===== src/ocs_pkg.sv =====
// package for the oscillator clock select and trim block
// assumes one 200 MHz clock domain and a simple strobe register port
// Notes on behaviour
// - two sources, fast and slow oscillator
// - usb packets retune fast oscillator when enabled
// - slow oscillator keeps running through suspend
// - each consumer has its own clock select
// - cpu clock is fast divided by 2^n
// - usb clock is 12 MHz via divide-by-two
// - interval clock selects source then divides 1-4
// - capture clock selects fast or slow
// - clock pin driven by one of four sources
// - fast trim holds offset 7:5, gain 4:0
// - boot rom loads trim values at startup
// - offset bits add weighted frequency steps
// - gain bits set step size per offset
// - slow trim bit 7 selects low-power mode
// - slow trim holds bias 5:4, frequency 3:0
// - cpu speed codes map to fixed divisions
// - interval select and divide code mapping
// - capture divider codes divide by 2,4,6,8
`default_nettype none
package ocs_pkg;
    localparam int ADDR_W = 9;
    localparam logic [8:0] ADDR_CPU_CFG = 9'h030;
    localparam logic [8:0] ADDR_TMR_CFG = 9'h031;
    localparam logic [8:0] ADDR_FAST_TRIM = 9'h034;
    localparam logic [8:0] ADDR_SLOW_TRIM = 9'h036;
    localparam logic [8:0] ADDR_USB_LOCK = 9'h039;
    localparam logic [8:0] ADDR_OSC_CTRL0 = 9'h1E0;
    localparam logic [8:0] ADDR_CLK_MISC = 9'h038;
    localparam logic [7:0] TMR_CFG_RST = 8'h0C;
    localparam logic [7:0] SLOW_TRIM_WMASK = 8'hBF;
    localparam logic [7:0] OSC_CTRL0_WMASK = 8'h3F;
    localparam logic [7:0] USB_LOCK_WMASK = 8'h03;
    localparam logic [7:0] CLK_MISC_WMASK = 8'h0F;
    localparam logic [7:0] FAST_TRIM_BOOT = 8'h10;
    localparam logic [7:0] SLOW_TRIM_BOOT = 8'h08;
    localparam logic [2:0] CPU_SPEED_RSVD = 3'h7;
    localparam logic [1:0] SRC_FAST = 2'h0;
    localparam logic [1:0] SRC_SLOW = 2'h2;
    localparam logic [1:0] SRC_CAP = 2'h3;
    localparam logic [1:0] BIAS_RSVD = 2'h2;
    localparam logic [4:0] RETUNE_STEP = 5'h01;
    localparam int DIV_W = 8;

    typedef enum logic [1:0] {
        OCS_PIN_EXT = 2'b00,
        OCS_PIN_FAST = 2'b01,
        OCS_PIN_SLOW = 2'b10,
        OCS_PIN_CPU = 2'b11
    } ocs_pin_src_t;

    typedef struct packed {
        logic [ADDR_W-1:0] addr;
        logic [7:0] wdata;
        logic wr;
        logic rd;
    } ocs_bus_t;

    typedef struct packed {
        logic cpu;
        logic usb;
        logic itmr;
        logic tcap;
        logic pin;
    } ocs_clks_t;
endpackage
`default_nettype wire


===== src/ocs_clock_ctrl.sv =====
// clock source selection, division and oscillator trim registers
// assumes oscillator outputs and usb timing flags are asynchronous pins
`timescale 1ns/100ps
`default_nettype none
module ocs_clock_ctrl
    import ocs_pkg::*;
(
    input wire logic clk,
    input wire logic reset,
    input wire logic clk_en,
    input wire ocs_bus_t bus,
    output logic [7:0] rdata,
    input wire logic fast_osc_in,
    input wire logic slow_osc_in,
    input wire logic external_clock_input,
    input wire logic sleep_active,
    input wire logic boot_load,
    input wire logic usb_pkt_fast,
    input wire logic usb_pkt_slow,
    output ocs_clks_t clocks,
    output logic [7:0] fast_osc_trim_out,
    output logic [7:0] slow_osc_trim_out,
    output logic slow_osc_enable
);
    ////////////////////////////////////////////////////////////////////
    typedef enum logic [1:0] {
        ST_RUN = 2'b00,
        ST_HOLD = 2'b01,
        ST_SWAP = 2'b10
    } ocs_sw_t;

    typedef struct packed {
        logic [7:0] fast_trim;
        logic [7:0] slow_trim;
        logic [7:0] osc_ctrl0;
        logic [7:0] tmr_cfg;
        logic [7:0] usb_lock;
        logic [7:0] clk_misc;
        logic [7:0] rdata;
        logic [1:0] fast_s;
        logic [1:0] slow_s;
        logic [1:0] ext_s;
        logic [1:0] pktf_s;
        logic [1:0] pkts_s;
        logic [1:0] sleep_s;
        logic fast_d;
        logic slow_d;
        logic [DIV_W-1:0] cpu_cnt;
        logic [DIV_W-1:0] itmr_cnt;
        logic [DIV_W-1:0] tcap_cnt;
        logic cpu_clk;
        logic usb_clk;
        logic itmr_clk;
        logic tcap_clk;
        logic pin_clk;
        logic [2:0] cpu_act;
        logic [3:0] itmr_act;
        logic [3:0] tcap_act;
        logic [1:0] pin_act;
        ocs_sw_t sw_state;
    } ocs_state_t;

    ocs_state_t st_ff;
    ocs_state_t nxt_st;

    ////////////////////////////////////////////////////////////////////
    // divide-by-n half period counter; returns half-period length
    function automatic logic [DIV_W-1:0] cpu_half(input logic [2:0] code);
        logic [DIV_W-1:0] h;
        h = 8'h01;
        case (code)
            3'h0: h = 8'h04;
            3'h1: h = 8'h02;
            3'h2: h = 8'h01;
            3'h3: h = 8'h00;
            3'h4: h = 8'h08;
            3'h5: h = 8'h10;
            3'h6: h = 8'h40;
            default: h = 8'h04;
        endcase
        return h;
    endfunction

    // toggle divider step: edge = qualifying source edge
    function automatic logic [DIV_W:0] div_step(input logic [DIV_W-1:0] cnt,
                                               input logic [DIV_W-1:0] lim,
                                               input logic edge_in);
        logic [DIV_W:0] r;
        r = {1'b0, cnt};
        if (edge_in) begin
            if (cnt + 8'h01 >= lim) begin
                r = {1'b1, 8'h00};
            end else begin
                r = {1'b0, cnt + 8'h01};
            end
        end
        return r;
    endfunction

    ////////////////////////////////////////////////////////////////////
    logic fast_rise;
    logic slow_rise;
    logic sel_src_edge;
    logic [DIV_W:0] cpu_r;
    logic [DIV_W:0] itmr_r;
    logic [DIV_W:0] tcap_r;
    logic [DIV_W-1:0] itmr_lim;
    logic [DIV_W-1:0] tcap_lim;
    logic itmr_edge;
    logic tcap_edge;
    logic pin_src;
    logic tcap_prev;
    logic sel_change;
    logic low_all;
    logic [4:0] gain_n;
    logic [2:0] cpu_want;
    logic [3:0] itmr_want;
    logic [3:0] tcap_want;

    always_comb begin
        nxt_st = st_ff;
        nxt_st.rdata = 8'h00;
        nxt_st.fast_s = {st_ff.fast_s[0], fast_osc_in};
        nxt_st.slow_s = {st_ff.slow_s[0], slow_osc_in};
        nxt_st.ext_s = {st_ff.ext_s[0], external_clock_input};
        nxt_st.pktf_s = {st_ff.pktf_s[0], usb_pkt_fast};
        nxt_st.pkts_s = {st_ff.pkts_s[0], usb_pkt_slow};
        nxt_st.sleep_s = {st_ff.sleep_s[0], sleep_active};
        nxt_st.fast_d = st_ff.fast_s[1];
        nxt_st.slow_d = st_ff.slow_s[1];
        fast_rise = st_ff.fast_s[1] & ~st_ff.fast_d;
        slow_rise = st_ff.slow_s[1] & ~st_ff.slow_d;

        // registers; boot load stands in for the boot rom trim write
        if (boot_load) begin
            nxt_st.fast_trim = FAST_TRIM_BOOT;
            nxt_st.slow_trim = SLOW_TRIM_BOOT & SLOW_TRIM_WMASK;
        end
        if (bus.wr) begin
            case (bus.addr)
                ADDR_FAST_TRIM: nxt_st.fast_trim = bus.wdata;
                ADDR_SLOW_TRIM: nxt_st.slow_trim = bus.wdata & SLOW_TRIM_WMASK;
                ADDR_OSC_CTRL0: nxt_st.osc_ctrl0 = bus.wdata & OSC_CTRL0_WMASK;
                ADDR_TMR_CFG: nxt_st.tmr_cfg = bus.wdata;
                ADDR_USB_LOCK: nxt_st.usb_lock = bus.wdata & USB_LOCK_WMASK;
                ADDR_CLK_MISC: nxt_st.clk_misc = bus.wdata & CLK_MISC_WMASK;
                default: nxt_st.clk_misc = st_ff.clk_misc;
            endcase
        end
        if (bus.rd) begin
            case (bus.addr)
                ADDR_FAST_TRIM: nxt_st.rdata = st_ff.fast_trim;
                ADDR_SLOW_TRIM: nxt_st.rdata = st_ff.slow_trim;
                ADDR_OSC_CTRL0: nxt_st.rdata = st_ff.osc_ctrl0;
                ADDR_TMR_CFG: nxt_st.rdata = st_ff.tmr_cfg;
                ADDR_USB_LOCK: nxt_st.rdata = st_ff.usb_lock;
                ADDR_CLK_MISC: nxt_st.rdata = st_ff.clk_misc;
                ADDR_CPU_CFG: nxt_st.rdata = 8'h00;
                default: nxt_st.rdata = 8'h00;
            endcase
        end

        // usb lock: lower gain raises frequency, so a fast-detected packet
        // steps gain up and a slow one steps it down
        gain_n = st_ff.fast_trim[4:0];
        if (!st_ff.usb_lock[0] && !bus.wr) begin
            if (st_ff.pktf_s[1] && gain_n != 5'h1F) begin
                nxt_st.fast_trim[4:0] = gain_n + RETUNE_STEP;
            end else if (st_ff.pkts_s[1] && gain_n != 5'h00) begin
                nxt_st.fast_trim[4:0] = gain_n - RETUNE_STEP;
            end
        end

        // switch controller: park cpu, interval, capture and pin clocks low before new selection
        // reserved codes keep the running selection, else the switch would re-arm forever
        cpu_want = st_ff.osc_ctrl0[2:0];
        if (cpu_want == CPU_SPEED_RSVD) begin
            cpu_want = st_ff.cpu_act;
        end
        itmr_want = st_ff.tmr_cfg[3:0];
        if (itmr_want[1:0] == 2'h1) begin
            itmr_want = st_ff.itmr_act;
        end
        tcap_want = st_ff.tmr_cfg[7:4];
        if (tcap_want[1:0] == 2'h1) begin
            tcap_want = st_ff.tcap_act;
        end
        sel_change = (st_ff.cpu_act != cpu_want)
                   | (st_ff.itmr_act != itmr_want)
                   | (st_ff.tcap_act != tcap_want)
                   | (st_ff.pin_act != st_ff.clk_misc[1:0]);
        low_all = ~st_ff.cpu_clk & ~st_ff.itmr_clk & ~st_ff.tcap_clk & ~st_ff.pin_clk;
        case (st_ff.sw_state)
            ST_RUN: begin
                if (sel_change) begin
                    nxt_st.sw_state = ST_HOLD;
                end
            end
            ST_HOLD: begin
                if (low_all) begin
                    nxt_st.sw_state = ST_SWAP;
                end
            end
            ST_SWAP: begin
                nxt_st.cpu_act = cpu_want;
                nxt_st.itmr_act = itmr_want;
                nxt_st.tcap_act = tcap_want;
                nxt_st.pin_act = st_ff.clk_misc[1:0];
                nxt_st.cpu_cnt = 8'h00;
                nxt_st.itmr_cnt = 8'h00;
                nxt_st.tcap_cnt = 8'h00;
                nxt_st.sw_state = ST_RUN;
            end
            default: nxt_st.sw_state = ST_RUN;
        endcase

        // cpu clock: fast divided by 2^n
        cpu_r = div_step(st_ff.cpu_cnt, cpu_half(st_ff.cpu_act), fast_rise);
        if (st_ff.cpu_act == 3'h3) begin
            nxt_st.cpu_clk = st_ff.fast_s[1];
        end else begin
            nxt_st.cpu_cnt = cpu_r[DIV_W-1:0];
            if (cpu_r[DIV_W]) begin
                nxt_st.cpu_clk = ~st_ff.cpu_clk;
            end
        end

        // usb clock: fast divided by two, optional bypass bit
        if (st_ff.clk_misc[2]) begin
            nxt_st.usb_clk = st_ff.fast_s[1];
        end else if (fast_rise) begin
            nxt_st.usb_clk = ~st_ff.usb_clk;
        end

        // capture clock: divide 2,4,6,8 => half periods 1..4
        tcap_lim = {6'h00, st_ff.tcap_act[3:2]} + 8'h01;
        case (st_ff.tcap_act[1:0])
            SRC_FAST: tcap_edge = fast_rise;
            SRC_SLOW: tcap_edge = slow_rise & ~st_ff.sleep_s[1];
            default: tcap_edge = 1'b0;
        endcase
        tcap_r = div_step(st_ff.tcap_cnt, tcap_lim, tcap_edge);
        nxt_st.tcap_cnt = tcap_r[DIV_W-1:0];
        if (tcap_r[DIV_W]) begin
            nxt_st.tcap_clk = ~st_ff.tcap_clk;
        end
        tcap_prev = st_ff.tcap_clk;

        // interval clock: source then prescale 1..4
        case (st_ff.itmr_act[1:0])
            SRC_FAST: sel_src_edge = fast_rise;
            SRC_SLOW: sel_src_edge = slow_rise & ~st_ff.sleep_s[1];
            SRC_CAP: sel_src_edge = tcap_r[DIV_W] & ~tcap_prev;
            default: sel_src_edge = 1'b0;
        endcase
        itmr_edge = sel_src_edge;
        itmr_lim = {6'h00, st_ff.itmr_act[3:2]} + 8'h01;
        itmr_r = div_step(st_ff.itmr_cnt, itmr_lim, itmr_edge);
        nxt_st.itmr_cnt = itmr_r[DIV_W-1:0];
        if (itmr_r[DIV_W]) begin
            nxt_st.itmr_clk = 1'b1;
        end else if (itmr_edge || st_ff.itmr_act[3:2] == 2'h0) begin
            nxt_st.itmr_clk = 1'b0;
        end

        // clock output pin source
        case (ocs_pin_src_t'(st_ff.pin_act))
            OCS_PIN_EXT: pin_src = st_ff.ext_s[1];
            OCS_PIN_FAST: pin_src = st_ff.fast_s[1];
            OCS_PIN_SLOW: pin_src = st_ff.slow_s[1] & ~st_ff.sleep_s[1];
            OCS_PIN_CPU: pin_src = st_ff.cpu_clk;
            default: pin_src = 1'b0;
        endcase
        nxt_st.pin_clk = pin_src;

        // hold parks the cpu, interval, capture and pin clocks low until the swap; usb clock keeps running
        if (st_ff.sw_state != ST_RUN) begin
            nxt_st.cpu_clk = 1'b0;
            nxt_st.itmr_clk = 1'b0;
            nxt_st.tcap_clk = 1'b0;
            nxt_st.pin_clk = 1'b0;
        end
    end

    ////////////////////////////////////////////////////////////////////
    always_ff @(posedge clk or posedge reset) begin
        if (reset) begin
            st_ff <= '0;
            st_ff.tmr_cfg <= TMR_CFG_RST;
            st_ff.itmr_act <= TMR_CFG_RST[3:0];
            st_ff.sw_state <= ST_RUN;
        end else if (clk_en) begin
            st_ff <= nxt_st;
        end
    end

    // slow oscillator never gated by sleep or power state
    assign slow_osc_enable = 1'b1;
    assign rdata = st_ff.rdata;
    assign clocks = {st_ff.cpu_clk, st_ff.usb_clk, st_ff.itmr_clk, st_ff.tcap_clk, st_ff.pin_clk};
    // offset and gain weights applied in the analog trim
    assign fast_osc_trim_out = st_ff.fast_trim;
    assign slow_osc_trim_out = st_ff.slow_trim;
endmodule
`default_nettype wire


===== config.mk =====
export PLATFORM = sky130hd
export DESIGN_NAME = ocs_clock_ctrl
export DESIGN_NICKNAME = d
export VERILOG_FILES = /design/src/ocs_pkg.sv /design/src/ocs_clock_ctrl.sv
export SDC_FILE = /design/constraint.sdc
export NUM_CORES = 1
export LEC_CHECK = 0
export CAP_MARGIN = 20
export CORE_MARGIN = 3
export CORE_UTILIZATION = 55
export DETAILED_ROUTE_END_ITERATION = 12
export DONT_BUFFER_PORTS = 1
export HOLD_SLACK_MARGIN = 0.15
export PLACE_DENSITY = 0.75
export SKIP_LAST_GASP = 1
export SYNTH_ARGS = -nofsm -noshare
export SYNTH_HDL_FRONTEND = slang
export SYNTH_SLANG_ARGS = --single-unit
export TNS_END_PERCENT = 1

===== constraint.sdc =====
create_clock -name clk -period 4.17 [get_ports clk]
set_clock_uncertainty 0.2 [all_clocks]
set_input_delay 0.834 -clock clk [delete_from_list [all_inputs] [get_ports clk]]
set_output_delay 0.834 -clock clk [all_outputs]
set_load 0.03 [all_outputs]

# After elaboration in Yosys (flattened, before gate mapping)
# Cells that the tools add are included.
[word_totals]
ff_bits = 102
in_bits = 29
out_inout_bits = 30
elab_cells = 159
[op_classes]
addsub = 7
n_lt_le_gt_ge = 3
n_eq_ne = 31
mux = 40
bitwise_logic = 19
reduce_logical = 31
[op_table]
columns = ["operator", "count"]
rows = [
  ["$mux 9", 6],
  ["$mux 48", 1],
  ["$pmux 8 s6", 1],
  ["$eq 9x6->1 const B", 5],
  ["$pmux 7 s6", 1],
  ["$mux 8", 5],
  ["$add 8x1->8 const B", 3],
  ["$mux 24", 1],
  ["$reduce_and 3->1", 6],
  ["$ge 8x3->1", 2],
  ["$mux 16", 1],
  ["$mux 5", 3],
  ["$reduce_and 2->1", 7],
  ["$eq 2x2->1 const B", 6],
  ["$eq 3x3->1 const B", 4],
  ["$mux 4", 3],
  ["$logic_not 2->1", 5],
  ["$eq 9x9->1 const B", 1],
  ["$and 1x1->1", 8],
  ["$eq 2x1->1 const B", 4],
  ["$ge 8x8->1", 1],
  ["$mux 1", 8],
  ["$ne 4x4->1", 2],
  ["$not 1->1", 8],
  ["other kinds (24)", 39],
]

# Logic depth before layout (Yosys ltp)
# Gate-level depths: netlist of run 1.
[logic_depth]
depth_word = 11
mapped_depth = 10
ltp_nobuf = 9

# Worst setup path before layout of run 1
# No wires, ideal clock.
[synth_path]
path_type = "register to register"
start = "register st_ff[13] (netlist name)"
end = "register st_ff (netlist bit clocks[4])"
setup_time_ns = 0.101
arrival_time_ns = 2.203
required_time_ns = 3.869
setup_slack_ns = 1.666
path_stages_with_launch = 10
n_path_buf = 1
period_less_slack_ns = 2.504
path_cell_list = "dfrtp_1 > clkbuf_1 > nor3b_1 > ha_1 > nand2b_1 > a211oi_1 > o21bai_1 > a211o_1 > and3_1 > o32ai_1"
[synth_between]
elab_chain_len = 7
elab_cells_between_ends = 14
classes_between = "order compare: 1; eq/ne: 6; mux: 5; reduce/logical: 2"
[synth_lines]
columns = ["element", "line", "rtl"]
rows = [
  ["from (decl)", "ocs_clock_ctrl.sv:63", "ocs_state_t st_ff;"],
  ["from (signal assigned)", "ocs_clock_ctrl.sv:293", "st_ff <= nxt_st;"],
  ["$eq 3x3->1, or another cell as far along", "ocs_clock_ctrl.sv:71", "case (code)"],
  ["$pmux 7 s6", "ocs_clock_ctrl.sv:71", ""],
  ["$ge 8x8->1", "ocs_clock_ctrl.sv:91", "if (cnt + 8'h01 >= lim) begin"],
  ["$mux 9", "ocs_clock_ctrl.sv:91", ""],
  ["$mux 9", "ocs_clock_ctrl.sv:90", "if (edge_in) begin"],
  ["$reduce_bool 3->1 (no line)", "-", ""],
  ["$reduce_and 2->1 (no line)", "-", ""],
]
# Parallel ways exist; a longest one is shown, timed or not. The select of a mux whose other input is x is not followed.
# A chain may end at the register's enable or synchronous reset.

# Final worst setup path of run 1
[layout_path]
start = "register st_ff[20] (netlist name)"
end = "register st_ff[30] (netlist name)"
[layout_between]
elab_chain_len = 7
[layout_lines]
columns = ["element", "line", "rtl"]
rows = [
  ["$add 8x1->8", "ocs_clock_ctrl.sv:91", ""],
  ["$ge 8x3->1", "ocs_clock_ctrl.sv:91", ""],
  ["$mux 9", "ocs_clock_ctrl.sv:91", ""],
  ["$mux 9", "ocs_clock_ctrl.sv:90", ""],
  ["$and 1x1->1", "ocs_clock_ctrl.sv:253", "SRC_CAP: sel_src_edge = tcap_r[DIV_W] & ~tcap_prev;"],
  ["$pmux 1 s3", "ocs_clock_ctrl.sv:250", "case (st_ff.itmr_act[1:0])"],
  ["$reduce_and 2->1 (no line)", "-", ""],
]
# No other way between the ends.

==> results.sh, run 1 <==
export IMPL_status="finished clean"
export IMPL_path_max_fanout=11
export IMPL_r2r_cells=9
export IMPL_avgSynthCellArea_sq_um=9.834
export IMPL_cellLeakagePower_nw=2.676
export IMPL_num_rows=36
export IMPL_fin_crit_ns=2.849
export IMPL_core_area_sq_um=10000
export IMPL_cts_resized=0
export IMPL_die_area_sq_um=11840
export IMPL_syn_inst=591
export IMPL_num_vias=4275
export IMPL_synth_edf_count=0
export IMPL_drtIter0Drc=286
export IMPL_synthFlopType="dfrtp_1"
export IMPL_hold_class="input port to asynchronous set/reset pin"
export IMPL_area_growth_pct=1.550
export IMPL_grt_overflow=0
export IMPL_drive_gt1_frac=0.1339
export IMPL_post_cts_setup_buffers=0
export IMPL_drcViolationCount=0
export IMPL_grt_pass1_wl_um=20660
export IMPL_rsz0062_at_grt="false"
export IMPL_antenna_left=0
export IMPL_maxCapViolCount=0
export IMPL_dr_pass1_iters=5
export IMPL_r2r_start="st_ff[20]$_DFFE_PP0P_"
export IMPL_synth_cell_types=72
export IMPL_grt_pass1_vias=4190
export IMPL_cts_sinks=102
export IMPL_ys_seq_area_frac=0.4400
export IMPL_reg2reg_slack_ns=1.32
export IMPL_place_area_sq_um=5692
export IMPL_hold_slack_ns=0.2832
export IMPL_synthesis_nets=641
export IMPL_start_util=0.5812
export IMPL_cts_hold_buf=0
export IMPL_cts_tree="yes"
export IMPL_clk_transition_reported_paths_ns=0.12
export IMPL_start_kind="flip-flop"
export IMPL_grt_max_degree=69
export IMPL_die_h_um=108.8
export IMPL_n_antenna_cell=0
export IMPL_crit_path_start="st_ff[20]$_DFFE_PP0P_"
export IMPL_numCtsBuffers=9
export IMPL_ys_ff_latch=102
export IMPL_post_route_period_util=0.6832
export IMPL_cp_data_required_time_ns=4.24
export IMPL_fin_ws_ns=1.321
export IMPL_die_w_um=108.8
export IMPL_io_buffers=0
export IMPL_critPathKind="flip-flop to flip-flop"
export IMPL_async_flop_share=1.000
export IMPL_worst_pin_slew_ns=0.8181
export IMPL_cp_arrival_ns=2.92
export IMPL_hold_viol_final=0
export IMPL_clock_latency_ns=0.37
export IMPL_io_pins=59
export IMPL_end_kind="flip-flop"
export IMPL_fmax_mhz=351.0
export IMPL_clk_path_buf_depth=2
export IMPL_pre_cts_slack_ns=1.363
export IMPL_ys_warn_count=0
export IMPL_endpoint="st_ff[30]$_DFFE_PP0P_"
export IMPL_slew_limit_headroom=0.4546
export IMPL_via_per_inst=6.169
export IMPL_antenna_found_initial=0
export IMPL_fin_nets=605
export IMPL_peakVddDrop_uv=267.1
export IMPL_syn_area_sq_um=5812
export IMPL_wl_per_cell_um=17.88
export IMPL_maxSlewViolCount=0
export IMPL_fin_area_sq_um=5902
export IMPL_power_density_nw_per_um2=488.1
export IMPL_setup_viol=0
export IMPL_hpwl_um=9133
export IMPL_grtUsageTotal=0.2221
export IMPL_gp_congestion=0.8027
export IMPL_r2r_end="st_ff[30]$_DFFE_PP0P_"
export IMPL_routed_wl_um=12390
export IMPL_fin_setup_tns_ns=0
export IMPL_h_tree_depth=3
export IMPL_root_buffer="clkbuf_8"
==> critical path, cell delays in order (launching register included) <==
cell and delay (ns):
dfrtp_1 0.44, ha_1 0.27, xor2_1 0.17, ha_1 0.29, o21ai_0 0.08, a21oi_1 0.08, a2111o_1 0.41, a21oi_1 0.52
nand2b_1 0.21, o22ai_1 0.08
==> metal layers <==
metal  share of wire  global-route usage
met2            0.49              0.3636
met3           0.058             0.05210
met1            0.44              0.2925
met4           0.016             0.07304
met5               0                   0
==> kinds of logic after synthesis <==
| group | synth area share |
|---|---|
| buf+inv | 0.06846 |
| xor+xnor | 0.01959 |
| fa+ha+maj | 0.04521 |
| compound gates | 0.1563 |
| simple gates | 0.1871 |
| flops | 0.4400 |
| mux | 0.08267 |
| other cells | 0.0006452 |
==> worst min path at each step <==
stage | slack [ns] | cells after the start | end
floorplan | 0.25 | 1 | rdata[7]$_DFFE_PP0P_
global placement | 0.28 | 1 | nxt_st[45]$_DFFE_PP0P_
detailed placement | 0.29 | 1 | st_ff[35]$_DFFE_PP0P_
CTS | 0.31 | 1 | st_ff[24]$_DFFE_PP0P_
global route | 0.33 | 1 | slow_osc_trim_out[6]$_DFFE_PP0P_
finish | 0.28 | 1 | rdata[6]$_DFFE_PP0P_
==> cell usage after synthesis, types with 3 or more instances <==
| cell | count | area (sq um) |
|---|---|---|
| dfrtp_1 | 98 | 2452 |
| nand2_1 | 72 | 270.3 |
| mux2_2 | 38 | 427.9 |
| buf_4 | 30 | 225.2 |
| nor2_1 | 28 | 105.1 |
| o21ai_0 | 27 | 135.1 |
| inv_1 | 25 | 93.84 |
| ha_1 | 21 | 262.8 |
| nand3_1 | 20 | 100.1 |
| a21oi_1 | 19 | 95.09 |
| and2_1 | 16 | 100.1 |
| nand2b_1 | 13 | 81.33 |
| nor2b_1 | 13 | 81.33 |
| clkbuf_1 | 11 | 41.29 |
| a22oi_1 | 10 | 75.07 |
| a221oi_1 | 8 | 70.07 |
| xnor2_1 | 8 | 70.07 |
| and3_1 | 7 | 43.79 |
| a21o_1 | 6 | 45.04 |
| a22o_1 | 6 | 52.55 |
| buf_2 | 6 | 30.03 |
| a31oi_1 | 5 | 31.28 |
| nand4_1 | 5 | 31.28 |
| o2bb2ai_1 | 5 | 43.79 |
| o31ai_1 | 5 | 37.54 |
| xor2_1 | 5 | 43.79 |
| dfstp_2 | 4 | 105.1 |
| nand3b_1 | 4 | 30.03 |
| nor3b_1 | 4 | 30.03 |
| nor4_1 | 4 | 25.02 |
| o22ai_1 | 4 | 25.02 |
| or3_1 | 4 | 25.02 |
| mux2i_1 | 3 | 30.03 |
| nor3_1 | 3 | 15.01 |
| o2111ai_1 | 3 | 26.28 |
| or2_2 | 3 | 18.77 |
==> through the flow <==
step	instances	total power, mW	utilization
after floorplan	591	2.096	-
after global placement	677	2.197	0.5692
after detailed placement	677	2.251	0.5692
after CTS	693	2.895	0.5902
after global routing	693	3.089	0.5902
final	693	2.881	0.5902
==> registers in the layout (all words and copies together), names as in the netlist <==
signal,cells
tcap_prev,1
fast_osc_trim_out,8
rdata,8
clocks,4
nxt_st,8
st_ff,65
slow_osc_trim_out,8
==> cells in the final DEF (no fill, tap or decap), types with 5 or more instances in the layout <==
| cell type | n |
|---|---|
| xor2_1 | 5 |
| nor2_1 | 28 |
| clkbuf_8 | 9 |
| a21oi_1 | 19 |
| nor2b_1 | 13 |
| a31oi_1 | 5 |
| a21o_1 | 6 |
| nand3_1 | 20 |
| xnor2_1 | 8 |
| a22oi_1 | 10 |
| nand4_1 | 5 |
| o2bb2ai_1 | 5 |
| o21ai_0 | 27 |
| a221oi_1 | 8 |
| a22o_1 | 6 |
| nand2_1 | 72 |
| nand2b_1 | 13 |
| and2_1 | 16 |
| inv_1 | 24 |
| and3_1 | 7 |
| dfrtp_1 | 98 |
| mux2_2 | 38 |
| o31ai_1 | 5 |
| ha_1 | 21 |
==> power breakdown <==
group / internal (mW) / total, mW / switching, mW / leakage [nW]
combinational: 0.387 / 0.859 / 0.472 / 1.23
sequential: 1.12 / 1.38 / 0.257 / 1.34
clock: 0.242 / 0.642 / 0.400 / 0.105
total: 1.75 / 2.88 / 1.13 / 2.68
==> cell type report <==
cell class / instances / area, sq um
clock buffer: 9 / 123.9
clock inverter: 7 / 86.33
fill: 852 / 4098
inverter: 25 / 96.34
multi-input combinational: 415 / 2856
sequential: 102 / 2557
tap: 133 / 166.4
timing repair buffer: 2 / 15.01
Note: power is estimated with default switching activity, not from simulation.
==> run 2: changes to the inputs <==
ABC_AREA = 1   (was default)
clock period = 2.8 ns   (was 4.17 ns; I/O delays follow)
==> results.sh, run 2 <==
export IMPL_status="finished clean"
export IMPL_power_density_nw_per_um2=651.1
export IMPL_crit_chain="inv_1, ha_1, inv_1, ha_1, a21boi_0, o21a_1, nor3_1, nand3_1, o21ai_0"
export IMPL_num_rows=37
export IMPL_setup_viol=0
export IMPL_hold_viol_final=0
export IMPL_worst_pin_slew_ns=0.9429
export IMPL_cts_tree="yes"
export IMPL_die_area_sq_um=12100
export IMPL_grt_pass1_wl_um=22610
export IMPL_routed_wl_um=13320
export IMPL_cp_data_required_time_ns=2.90
export IMPL_yosysTopAreaCell="dfrtp_1"
export IMPL_post_cts_setup_buffers=0
export IMPL_grtUsageTotal=0.2393
export IMPL_clk_path_buf_depth=2
export IMPL_core_area_sq_um=10420
export IMPL_fin_area_sq_um=6205
export IMPL_end_kind="flip-flop"
export IMPL_wl_per_cell_um=14.88
export IMPL_dr_pass1_iters=5
export IMPL_start_kind="flip-flop"
export IMPL_slowest_stage="dfstp_2"
export IMPL_r2r_cells=9
export IMPL_utilization=0.5957
export IMPL_largest_register_ffs=65
export IMPL_cp_arrival_ns=2.56
export IMPL_grt_pass1_vias=4837
export IMPL_fmax_mhz=407.7
export IMPL_fill_cells=982
export IMPL_cellLeakagePower_nw=2.991
export IMPL_die_h_um=110.0
export IMPL_grt_max_degree=51
export IMPL_ys_warn_count=0
export IMPL_fin_nets=804
export IMPL_critical_path_buf_inv_count=2
export IMPL_async_flop_share=1.000
export IMPL_clock_latency_ns=0.39
export IMPL_cpLargestDelayFamily="flip-flops"
export IMPL_maxCapViolCount=0
export IMPL_cts_sinks=102
export IMPL_rsz0062_at_grt="false"
export IMPL_yosysTopAreaCellShare=0.4121
export IMPL_gp_congestion=0.9146
export IMPL_drcViolationCount=0
export IMPL_avgSynthCellArea_sq_um=7.738
export IMPL_maxSlewViolCount=0
export IMPL_peakVddDrop_uv=385.8
export IMPL_hold_slack_ns=0.1682
export IMPL_synth_common_cells="nand2_1 (198), inv_1 (109), dfrtp_1 (98)"
export IMPL_drtIter0Drc=358
export IMPL_ys_ff_latch=102
export IMPL_io_buffers=0
export IMPL_hpwl_um=10070
export IMPL_final_common_cell="nand2_1"
export IMPL_io_pins=59
export IMPL_fin_setup_tns_ns=0
export IMPL_dp_cells=869
export IMPL_via_per_inst=5.563
export IMPL_h_tree_depth=3
export IMPL_synth_area_leaders="dfrtp_1 (41%), nand2_1 (12%), inv_1 (6.9%)"
export IMPL_layout_common_cells="nand2_1 (198), inv_1 (108), dfrtp_1 (98)"
export IMPL_regMostFlops="st_ff"
export IMPL_synth_edf_count=0
export IMPL_synth_cell_types=47
export IMPL_n_antenna_cell=0
export IMPL_root_buffer="clkbuf_8"
export IMPL_path_max_fanout=5
export IMPL_cp_depth=9
export IMPL_fin_crit_ns=2.453
export IMPL_syn_area_sq_um=5951
export IMPL_slowest_delay_ns=0.59
export IMPL_synthFlopType="dfrtp_1"
export IMPL_num_vias=4979
export IMPL_synth_most_common_cell="nand2_1"
export IMPL_drive_gt1_frac=0.08037
export IMPL_synthesis_nets=819
export IMPL_post_route_period_util=0.8760
export IMPL_holdPathStages=2
export IMPL_die_w_um=110.0
export IMPL_numCtsBuffers=9
export IMPL_ys_seq_area_frac=0.4298
export IMPL_syn_inst=769
export IMPL_area_growth_pct=4.268
export IMPL_slew_limit_headroom=0.3693
export IMPL_antenna_left=0
export IMPL_fin_cells=895
export IMPL_hold_class="input port to flip-flop"
export IMPL_place_area_sq_um=5894
export IMPL_critPathKind="flip-flop to flip-flop"
export IMPL_clk_transition_reported_paths_ns=0.11
export IMPL_start_util=0.5713
export IMPL_antenna_found_initial=0
export IMPL_grt_overflow=0
-- run 2: cell count changes after synthesis, moves of 13 or more --
cell / change
nor2_1: +30
o22ai_1: +19
o21ai_0: +34
nand2_1: +126
inv_1: +84
and2_1: -16
nand2b_1: -13
nor2b_1: -13
mux2_2: -38
-- run 2: final timing paths --
path / from / end / slack, ns
max: st_ff[10]$_DFFE_PP1P_ / st_ff[28]$_DFFE_PP0P_ / 0.35
min: bus[0] / rdata[4]$_DFFE_PP0P_ / 0.17
max reg2reg: st_ff[10]$_DFFE_PP1P_ / st_ff[28]$_DFFE_PP0P_ / 0.35
min reg2reg: nxt_st[55]$_DFFE_PP0P_ / nxt_st[55]$_DFFE_PP0P_ / 0.28
max in group asynchronous: reset / st_ff[84]$_DFFE_PP1P_ / 1.21
min in group asynchronous: reset / st_ff[95]$_DFFE_PP0P_ / 0.51
-- run 2: power by group --
group          switching, mW  total [mW]  internal, mW
combinational          0.710        1.13         0.418
sequential             0.271        1.91          1.64
clock                  0.565       0.999         0.434
total                   1.55        4.04          2.49
-- run 2: kinds of logic (layout without fill, tap and decap cells) --
kind of cell,Yosys count,count (layout),synth area share
other cells,1,1,0.0006302
simple gates,335,335,0.2462
buf+inv,157,147,0.1211
flops,102,102,0.4298
compound gates,143,143,0.1434
fa+ha+maj,21,21,0.04415
xor+xnor,10,10,0.01472
-- run 2: layer usage --
layer,routed length [um],share of wire,track usage
met3,803,0.060,0.05708
met2,6654,0.50,0.4064
met5,0,0,0
met1,5569,0.42,0.2998
met4,291,0.022,0.08014
-- run 2: through the flow --
stage | worst slack (ns) | total power [mW]
2_1_floorplan | 0.5835 | 2.831
3_3_place_gp | 0.4919 | 2.993
3_5_place_dp | 0.3484 | 3.053
4_1_cts | 0.3365 | 4.070
5_1_grt | 0.1459 | 4.334
6_report | 0.3471 | 4.040
-- run 2: area by class of cell --
class	instances	area [sq um]	share of cell area
Clock buffer	9	123.9	0.01996
Clock inverter	7	86.33	0.01391
Inverter	115	436.7	0.07038
Multi-Input combinational cell	510	2673	0.4307
Sequential cell	102	2557	0.4122
Tap cell	136	170.2	0.02742
Timing Repair Buffer	16	157.7	0.02541
-- run 2: worst reg2reg max path, stage by stage, from the launching register on --
cell and delay, ns:
dfstp_2 0.59, inv_1 0.08, ha_1 0.28, inv_1 0.04, ha_1 0.26, a21boi_0 0.12, o21a_1 0.17, nor3_1 0.31
nand3_1 0.14, o21ai_0 0.18
-- run 2: timing repair --
action | 4_1_cts | 5_1_grt
gates resized for setup | 0 | 0
endpoints found under the setup margin | 0 | 0
hold buffers | 10 | 0
hold endpoints to repair | 40 | 0
